[src/common/dcs_pkg.sv]
/*
  dcs_pkg: constants and types for the dynamic clock switch.
  assumes one system clock at 250 MHz; source codes are 4-bit select codes.
*/
package dcs_pkg;

  localparam int CLK_MHZ = 250;

  // clock_select_reg layout: clock_output_bit | startup | source
  typedef struct packed {
    logic       clock_output_bit;
    logic [1:0] startup_sel_field;
    logic [3:0] source_sel_field;
  } dcs_sel_t;

  localparam int SEL_W       = 7;
  localparam int CMD_W       = 8;
  localparam int CCE_BIT     = 7;
  localparam int SOURCE_SEL_FIELD_LSB    = 0;
  localparam int STARTUP_SEL_FIELD_LSB    = 4;
  localparam int CLOCK_OUTPUT_BIT_BIT    = 6;

  // command codes in the low nibble of a command write
  localparam logic [3:0] CMD_DISABLE = 4'h1;
  localparam logic [3:0] CMD_ENABLE  = 4'h2;
  localparam logic [3:0] CMD_REQUEST = 4'h3;
  localparam logic [3:0] CMD_SWITCH  = 4'h4;
  localparam logic [3:0] CMD_RECOVER = 4'h5;
  localparam logic [3:0] CMD_WD_ARL  = 4'h6;

  // cycles a protected-write window stays open after the change enable
  localparam logic [2:0] CCE_WINDOW  = 3'h4;

  // source indices
  localparam int NSRC     = 5;
  localparam int SRC_RC   = 0;
  localparam int SRC_WD   = 1;
  localparam int SRC_EXT  = 2;
  localparam int SRC_LF   = 3;
  localparam int SRC_XTAL = 4;

  // source select codes; any code with bit 3 set is the crystal oscillator
  localparam logic [3:0] CODE_EXT = 4'h0;
  localparam logic [3:0] CODE_RC  = 4'h2;
  localparam logic [3:0] CODE_WD  = 4'h3;
  localparam logic [3:0] CODE_LF  = 4'h6;

  // start-up counts in source clock cycles
  localparam logic [15:0] SU_EXT   = 16'h0006;
  localparam logic [15:0] SU_INT   = 16'h0006;
  localparam logic [15:0] SU_258   = 16'h0102;
  localparam logic [15:0] SU_1K    = 16'h0400;
  localparam logic [15:0] SU_16K   = 16'h4000;
  localparam logic [15:0] SU_32K   = 16'h8000;
  localparam logic [1:0]  SUT_RSVD = 2'h3;

  // additional delay from reset
  localparam logic [3:0] RST_CK       = 4'he;
  localparam int         T_RST_S_US   = 4100;
  localparam int         T_RST_L_US   = 65000;
  localparam int         RST_S_CYC    = T_RST_S_US * CLK_MHZ;
  localparam int         RST_L_CYC    = T_RST_L_US * CLK_MHZ;

  typedef enum logic [1:0] {SW_IDLE, SW_OLD_LOW, SW_NEW_LOW} dcs_sw_t;
  typedef enum logic [1:0] {RD_CK, RD_MS, RD_DONE} dcs_rd_t;

endpackage : dcs_pkg

[src/logic/dcs_top.sv]
/*
  dcs_top: dynamic clock switch control, enables, readiness count,
  glitch-free system clock gate selection and clock output pin.
  assumes source clocks and the divided system clock arrive as pins and
  are sampled on clk_sys_i; the analog gates act on sys_gate_o.
*/
// How it works
// - external clock starts in six cycles
// - reset delay: 14 cycles plus fuse ms
// - timer gets external clock only without crystals
// - clock out when fuse or bit set and no crystal enabled
// - no clock out in reset; overrides port
// - clock out carries the divided clock
// - commands need the protected two-write sequence
// - one decoded command launched at a time
// - reset loads select fields from fuses
// - select fields supply command operands
// - enable turns on source with startup
// - disable skips the current system source
// - each source latches its own enable
// - ready count runs on selected source
// - ready cleared at count start, held
// - enable starts the ready count itself
// - recover writes current source code only
// - five selectable system clock sources
// - system gates change glitch-free under deglitching
// - switch is 04, disable is 01
// - recover is 05, enable is 02
`timescale 1ns/1ps
module dcs_top
  import dcs_pkg::*;
#(
  parameter int RST_S_CYCLES = RST_S_CYC,
  parameter int RST_L_CYCLES = RST_L_CYC
)(
  input  wire logic            clk_sys_i,
  input  wire logic            rst_i,
  input  wire logic [3:0]      fuse_source_sel_i,
  input  wire logic [1:0]      fuse_startup_i,
  input  wire logic            fuse_clock_output_i,
  input  wire logic            reset_pin_disable_fuse_i,
  input  wire logic            cmd_wr_i,
  input  wire logic [CMD_W-1:0] cmd_data_i,
  input  wire logic            sel_wr_i,
  input  wire dcs_sel_t        sel_data_i,
  input  wire logic [NSRC-1:0] src_clk_i,
  input  wire logic            sys_clk_div_i,
  input  wire logic            timer_ext_req_i,
  output dcs_sel_t             clock_select_reg_o,
  output logic                 source_ready_flag_o,
  output logic                 count_busy_o,
  output logic [NSRC-1:0]      source_en_o,
  output logic [NSRC-1:0]      sys_gate_o,
  output logic [3:0]           sys_src_code_o,
  output logic                 switch_busy_o,
  output logic                 wd_auto_reload_o,
  output logic                 timer_ext_grant_o,
  output logic                 clock_out_pin_o,
  output logic                 clock_out_oe_o,
  output logic                 reset_delay_done_o
);

  function automatic logic [2:0] src_of(input logic [3:0] code);
    if (code[3])
      src_of = 3'(SRC_XTAL);
    else if (code == CODE_EXT)
      src_of = 3'(SRC_EXT);
    else if (code == CODE_WD)
      src_of = 3'(SRC_WD);
    else if (code == CODE_LF)
      src_of = 3'(SRC_LF);
    else
      src_of = 3'(SRC_RC);
  endfunction : src_of

  // start-up count limit; zero marks a reserved setting
  function automatic logic [15:0] limit_of(input logic [3:0] code,
                                           input logic [1:0] sut);
    logic [2:0] s;
    s = src_of(code);
    limit_of = SU_INT;
    if (s == 3'(SRC_EXT))
      limit_of = (sut == SUT_RSVD) ? 16'h0000 : SU_EXT;
    else if (s == 3'(SRC_LF))
    begin
      if (sut == SUT_RSVD)
        limit_of = 16'h0000;
      else
        limit_of = sut[1] ? SU_32K : SU_1K;
    end
    else if (s == 3'(SRC_XTAL))
    begin
      if (code[0])
        limit_of = SU_16K;
      else
        limit_of = sut[1] ? SU_1K : SU_258;
    end
  endfunction : limit_of

  // synchronisers; the third stage only feeds edge detection
  logic [NSRC:0] sync1_reg, sync2_reg, sync3_reg;
  logic          treq1_reg, treq2_reg;
  always_ff @(posedge clk_sys_i)
  begin
    sync1_reg <= {sys_clk_div_i, src_clk_i};
    sync2_reg <= sync1_reg;
    sync3_reg <= sync2_reg;
    // the timer runs on its own clock, so its request is synchronised too
    treq1_reg <= timer_ext_req_i;
    treq2_reg <= treq1_reg;
  end

  logic [NSRC-1:0] src_lvl, src_rise;
  assign src_lvl  = sync2_reg[NSRC-1:0];
  assign src_rise = sync2_reg[NSRC-1:0] & ~sync3_reg[NSRC-1:0];

  dcs_sel_t        sel_reg, sel_next;
  logic [2:0]      cce_reg, cce_next;
  logic [NSRC-1:0] en_reg, en_next;
  logic [NSRC-1:0] gate_reg, gate_next;
  logic [3:0]      cur_reg, cur_next;
  logic [3:0]      tgt_reg, tgt_next;
  dcs_sw_t         sw_reg, sw_next;
  logic            rdy_reg, rdy_next;
  logic            busy_reg, busy_next;
  logic [2:0]      csrc_reg, csrc_next;
  logic [15:0]     cnt_reg, cnt_next;
  logic [15:0]     lim_reg, lim_next;
  logic            arl_reg, arl_next;

  logic            cmd_ok;
  logic [3:0]      cmd;
  logic [2:0]      sel_src, cur_src, tgt_src;

  assign cmd_ok  = cmd_wr_i && !cmd_data_i[CCE_BIT] && (cce_reg != 3'h0);
  assign cmd     = cmd_ok ? cmd_data_i[3:0] : 4'h0;
  assign sel_src = src_of(sel_reg.source_sel_field);
  assign cur_src = src_of(cur_reg);
  assign tgt_src = src_of(tgt_reg);

  always_comb
  begin
    sel_next  = sel_reg;
    cce_next  = (cce_reg != 3'h0) ? cce_reg - 3'h1 : 3'h0;
    en_next   = en_reg;
    gate_next = gate_reg;
    cur_next  = cur_reg;
    tgt_next  = tgt_reg;
    sw_next   = sw_reg;
    rdy_next  = rdy_reg;
    busy_next = busy_reg;
    csrc_next = csrc_reg;
    cnt_next  = cnt_reg;
    lim_next  = lim_reg;
    arl_next  = arl_reg;

    // a lone write with the change enable only opens the window
    if (cmd_wr_i && cmd_data_i[CCE_BIT])
      cce_next = CCE_WINDOW;
    else if (cmd_wr_i)
      cce_next = 3'h0;

    if (sel_wr_i)
      sel_next = sel_data_i;

    // readiness count, one step per rising edge of the chosen source
    if (busy_reg && src_rise[csrc_reg])
    begin
      cnt_next = cnt_reg + 16'h0001;
      if (cnt_reg + 16'h0001 >= lim_reg)
      begin
        rdy_next  = 1'b1;
        busy_next = 1'b0;
      end
    end

    // glitch-free handover: old gate drops while old clock is low,
    // new gate rises while new clock is low
    case (sw_reg)
      SW_IDLE: ;
      SW_OLD_LOW:
        if (!src_lvl[cur_src])
        begin
          gate_next = '0;
          sw_next   = SW_NEW_LOW;
        end
      SW_NEW_LOW:
        if (!src_lvl[tgt_src])
        begin
          gate_next          = '0;
          gate_next[tgt_src] = 1'b1;
          cur_next           = tgt_reg;
          sw_next            = SW_IDLE;
        end
      default: sw_next = SW_IDLE;
    endcase

    // only one decoded command acts per accepted write
    case (cmd)
      CMD_DISABLE:
        if (sel_src != cur_src && !(sw_reg != SW_IDLE && sel_src == tgt_src))
          en_next[sel_src] = 1'b0;
      CMD_ENABLE:
        if (limit_of(sel_reg.source_sel_field, sel_reg.startup_sel_field) != 16'h0000)
        begin
          en_next[sel_src] = 1'b1;
          rdy_next  = 1'b0;
          busy_next = 1'b1;
          cnt_next  = 16'h0000;
          csrc_next = sel_src;
          lim_next  = limit_of(sel_reg.source_sel_field, sel_reg.startup_sel_field);
        end
      CMD_REQUEST:
        if (limit_of(sel_reg.source_sel_field, sel_reg.startup_sel_field) != 16'h0000)
        begin
          rdy_next  = 1'b0;
          busy_next = 1'b1;
          cnt_next  = 16'h0000;
          csrc_next = sel_src;
          lim_next  = limit_of(sel_reg.source_sel_field, sel_reg.startup_sel_field);
        end
      CMD_SWITCH:
        if (sw_reg == SW_IDLE && en_reg[sel_src] && sel_src != cur_src)
        begin
          tgt_next = sel_reg.source_sel_field;
          sw_next  = SW_OLD_LOW;
        end
      CMD_RECOVER:
        if (!sel_wr_i)
          sel_next.source_sel_field = cur_reg;
      CMD_WD_ARL:
        arl_next = 1'b1;
      default: ;
    endcase
  end

  always_ff @(posedge clk_sys_i)
  begin
    if (rst_i)
    begin
      // fuses are static straps, so the reset load reads them directly
      sel_reg.source_sel_field <= fuse_source_sel_i;
      sel_reg.startup_sel_field <= fuse_startup_i;
      sel_reg.clock_output_bit <= ~fuse_clock_output_i;
      cce_reg      <= 3'h0;
      en_reg       <= '0;
      en_reg[src_of(fuse_source_sel_i)]   <= 1'b1;
      gate_reg     <= '0;
      gate_reg[src_of(fuse_source_sel_i)] <= 1'b1;
      cur_reg      <= fuse_source_sel_i;
      tgt_reg      <= fuse_source_sel_i;
      sw_reg       <= SW_IDLE;
      rdy_reg      <= 1'b0;
      busy_reg     <= 1'b0;
      csrc_reg     <= 3'h0;
      cnt_reg      <= 16'h0000;
      lim_reg      <= 16'h0000;
      arl_reg      <= 1'b0;
    end
    else
    begin
      sel_reg  <= sel_next;
      cce_reg  <= cce_next;
      en_reg   <= en_next;
      gate_reg <= gate_next;
      cur_reg  <= cur_next;
      tgt_reg  <= tgt_next;
      sw_reg   <= sw_next;
      rdy_reg  <= rdy_next;
      busy_reg <= busy_next;
      csrc_reg <= csrc_next;
      cnt_reg  <= cnt_next;
      lim_reg  <= lim_next;
      arl_reg  <= arl_next;
    end
  end

  // additional delay from reset: 14 source cycles, then the fuse time
  dcs_rd_t     rd_reg, rd_next;
  logic [3:0]  rck_reg, rck_next;
  logic [23:0] rms_reg, rms_next;
  logic [23:0] rms_lim;
  logic [2:0]  fsrc;

  assign fsrc = src_of(fuse_source_sel_i);

  always_comb
  begin
    rms_lim = 24'h000000;
    if (fsrc == 3'(SRC_EXT))
    begin
      if (fuse_startup_i == 2'h1
          || (fuse_startup_i == 2'h0 && reset_pin_disable_fuse_i))
        rms_lim = 24'(RST_S_CYCLES);
      else if (fuse_startup_i == 2'h2)
        rms_lim = 24'(RST_L_CYCLES);
    end
  end

  always_comb
  begin
    rd_next  = rd_reg;
    rck_next = rck_reg;
    rms_next = rms_reg;
    case (rd_reg)
      RD_CK:
        if (src_rise[fsrc])
        begin
          rck_next = rck_reg + 4'h1;
          if (rck_reg + 4'h1 >= RST_CK)
            rd_next = (rms_lim == 24'h000000) ? RD_DONE : RD_MS;
        end
      RD_MS:
      begin
        rms_next = rms_reg + 24'h000001;
        if (rms_reg + 24'h000001 >= rms_lim)
          rd_next = RD_DONE;
      end
      RD_DONE: ;
      default: rd_next = RD_CK;
    endcase
  end

  always_ff @(posedge clk_sys_i)
  begin
    if (rst_i)
    begin
      rd_reg  <= RD_CK;
      rck_reg <= 4'h0;
      rms_reg <= 24'h000000;
    end
    else
    begin
      rd_reg  <= rd_next;
      rck_reg <= rck_next;
      rms_reg <= rms_next;
    end
  end

  // clock output pin and timer grant
  logic xtal_run;
  logic ck_pin_reg, ck_pin_next;
  logic ck_oe_reg, ck_oe_next;
  logic grant_reg, grant_next;

  assign xtal_run = en_reg[SRC_XTAL] | en_reg[SRC_LF];

  always_comb
  begin
    // grant waits on a crystal switching off; the pins are shared
    grant_next  = treq2_reg && !xtal_run;
    ck_oe_next  = !xtal_run
                  && (!fuse_clock_output_i || sel_reg.clock_output_bit);
    // the prescaled clock, not the raw source, reaches the pin
    ck_pin_next = sync2_reg[NSRC] && ck_oe_next;
  end

  always_ff @(posedge clk_sys_i)
  begin
    if (rst_i)
    begin
      grant_reg  <= 1'b0;
      ck_oe_reg  <= 1'b0;
      ck_pin_reg <= 1'b0;
    end
    else
    begin
      grant_reg  <= grant_next;
      ck_oe_reg  <= ck_oe_next;
      ck_pin_reg <= ck_pin_next;
    end
  end

  assign clock_select_reg_o  = sel_reg;
  assign source_ready_flag_o = rdy_reg;
  assign count_busy_o        = busy_reg;
  assign source_en_o         = en_reg | (NSRC'(grant_reg) << SRC_EXT);
  assign sys_gate_o          = gate_reg;
  assign sys_src_code_o      = cur_reg;
  assign switch_busy_o       = (sw_reg != SW_IDLE);
  assign wd_auto_reload_o    = arl_reg;
  assign timer_ext_grant_o   = grant_reg;
  assign clock_out_pin_o     = ck_pin_reg;
  // while high the pin's port function is overridden
  assign clock_out_oe_o      = ck_oe_reg;
  assign reset_delay_done_o  = (rd_reg == RD_DONE);

endmodule : dcs_top

[config.mk]
export PLATFORM = sky130hd
export DESIGN_NAME = dcs_top
export DESIGN_NICKNAME = d
export VERILOG_FILES = /design/src/common/dcs_pkg.sv /design/src/logic/dcs_top.sv
export SDC_FILE = /design/constraint.sdc
export NUM_CORES = 1
export LEC_CHECK = 0
export BUFFER_PORTS_ARGS = -buffer_cell sky130_fd_sc_hd__buf_2
export CAP_MARGIN = 40
export CORE_AREA = 3 3 117 119
export DETAILED_ROUTE_END_ITERATION = 7
export DIE_AREA = 0 0 120 122
export PLACE_DENSITY = 0.74
export SYNTH_ARGS = -nofsm -noshare
export SYNTH_HDL_FRONTEND = slang
export SYNTH_SLANG_ARGS = --single-unit
[constraint.sdc]
create_clock -name clk_sys_i -period 4.3 [get_ports clk_sys_i]
set_clock_uncertainty 0.2 [all_clocks]
set_input_delay 0.86 -clock clk_sys_i [delete_from_list [all_inputs] [get_ports clk_sys_i]]
set_output_delay 0.86 -clock clk_sys_i [all_outputs]
set_load 0.05 [all_outputs]
==> impl_metrics.json <==
{
  "min_period_ns": 3.61,
  "grt-ovfl-total": 0,
  "crit_start": "fuse_source_sel_i[3]",
  "cp-end-kind": "register",
  "hold_path.class": "register to register",
  "chipHeight_microns": 122,
  "cp.arrival_ns": 3.66,
  "finalNonFillerCells": 939,
  "leakage_nw": 2.79,
  "worstReg2RegStart": "cnt_reg[0]",
  "largest_reg_flops": 24,
  "post_synth_num_cell_types": 74,
  "async_flop_share": 0,
  "numClockSinks": 110,
  "synthesis.area_sq_um": 6290,
  "drt-initial-drc-count": 414,
  "synth.ff_latch_count": 110,
  "synth_edf_count": 21,
  "ys_warn_count": 0,
  "cts_tree": "done",
  "design.core.area_sq_um": 12700,
  "wl_microns": 14300,
  "dp_cells": 923,
  "nets": 830,
  "grt_max_degree": 48,
  "synth_cells": 722,
  "cap_violations": 0,
  "drc_errors": 0,
  "htree_levels": 3,
  "clk_latency_ns": 0.36,
  "grt_pass1_wl_microns": 24300,
  "hold_violations": 0,
  "final_util": 0.548,
  "start_util": 0.496,
  "antenna_found_initial": 0,
  "rsz0062_at_grt": "no",
  "mostFrequentLayoutCell": "dfxtp_1",
  "dieArea_sq_um": 14600,
  "yosysSeqAreaShare": 0.384,
  "syn_to_final_growth_pct": 10.4,
  "max-vdd-ir-drop_mv": 0.199,
  "vias": 5334,
  "power_density_nw_per_um2": 320,
  "cts_resized": 0,
  "cts_hold_buffers": 0,
  "critPathMaxFanout": 5,
  "period_share": 0.840,
  "die_w_microns": 120,
  "setup_viol": 0,
  "post_drt_wl_per_cell_microns": 15.3,
  "crit_type": "input port to register",
  "fmax_ghz": 0.277,
  "cts_root_buf": "clkbuf_16",
  "power.total_mw": 2.22,
  "rows": 41,
  "clock_path_buffers": 2,
  "hp-start": "sync1_reg[3]",
  "tightest_slew_ns": 0.792,
  "num_io_pins": 63,
  "slew_headroom": 0.472,
  "syn_nets": 790,
  "worstPathRequired_ns": 4.35,
  "grt_pass1_vias": 5150,
  "dp.final_hpwl_microns": 10500,
  "grt_usage": 0.204,
  "tns_ns": 0,
  "vias_per_cell": 5.68,
  "numPortBuffers": 59,
  "cts_made_buffers": 9,
  "finalMaxSlewViolations": 0,
  "ys.flop_type": "dfxtp_1",
  "layout_common_cells": "89 x dfxtp_1, 88 x nor2_1, 59 x buf_2",
  "place.gp.congestion": 0.928,
  "drive_gt1_frac": 0.137,
  "drtAntennaViolNets": 0,
  "first_pass_iters": 7,
  "clkTransAtPathRegs_ns": 0.08,
  "cts_setup_buffers": 0,
  "antenna_cells": 0,
  "outcome": "complete, no violations",
  "syn_avg_cell_area_sq_um": 8.71,
  "cp-start-kind": "input port"
}
==> stage by stage <==
step                hold WS, ns  cell area, sq um  setup WS (ns)
floorplan                 0.110              6290          0.612
global placement          0.110              6640          0.412
detailed placement        0.115              6640          0.354
CTS                       0.127              6940          0.698
global route              0.133              6940          0.385
finish                    0.125              6940          0.687
==> report_power, final <==
part           total (mW)  switching [mW]  internal (mW)
clock               0.849           0.432          0.416
combinational       0.247           0.163         0.0844
sequential           1.13          0.0446           1.08
total                2.22           0.640           1.58
==> routing by layer <==
| layer | vias to the layer above | wire (microns) | share of wire | global-route usage |
|---|---|---|---|---|
| met2 | 159 | 6750 | 0.47 | 0.345 |
| li1 | 2614 | - | - | - |
| met1 | 2536 | 6400 | 0.45 | 0.265 |
| met4 | 0 | 272 | 0.019 | 0.0659 |
| met5 | - | 0 | 0 | 0 |
| met3 | 25 | 909 | 0.063 | 0.0376 |
==> cell families (layout without fill, tap and decap cells) <==
group	Yosys count	in the layout	share of synthesized area
AOI/OAI and AO/OA	131	131	0.137
xor gates and xnor gates	74	74	0.103
adders and majority gates	35	35	0.0692
buffers and inverters	73	118	0.0547
DFF	110	110	0.384
muxes	12	12	0.0217
and+or+nand+nor	287	287	0.230
==> worst paths after layout <==
kind / depth (start not counted) / end / slack (ns)
min reg2reg: 0 / sync2_reg[3] / 0.12
max: 12 / rd_reg[1] / 0.69
max reg2reg: 10 / count_busy_o / 0.96
min: 0 / sync2_reg[3] / 0.12
==> synth_stat cells (5+ instances only) <==
cell type  instances  area (sq um)
dfxtp_1           89          1780
nor2_1            88           330
nand2_1           57           214
xor2_1            46           403
o21ai_0           39           195
inv_1             36           135
ha_1              34           425
a21oi_1           32           160
xnor2_1           28           245
nand3_1           26           130
clkbuf_1          23          86.3
edfxtp_1          21           631
nor2b_1           19           119
nor3_1            17          85.1
nand4_1           12          75.1
nor4_1            10          62.6
and3_1             8          50.1
mux2i_1            8          80.1
nand2b_1           8          50.1
or3_1              8          50.1
or2_2              7          43.8
and2_1             6          37.5
buf_4              5          37.5
==> critical path: stages <==
cell and delay (ns):
buf_2 0.14, nor4_1 0.35, buf_4 0.20, nor3b_1 0.36, inv_1 0.11, ha_1 0.30
and4_1 0.21, a2111oi_0 0.36, a21oi_1 0.12, o41ai_1 0.41, and2_1 0.18, o31ai_1 0.07
==> layout make-up <==
class,count,area [sq um]
Clock buffer,9,225
Clock inverter,7,76.3
Fill cell,1144,5730
Inverter,36,135
Multi-Input combinational cell,539,3530
Sequential cell,110,2410
Tap cell,172,215
Timing Repair Buffer,66,348
No activity file was read; power rests on OpenSTA's default activity.
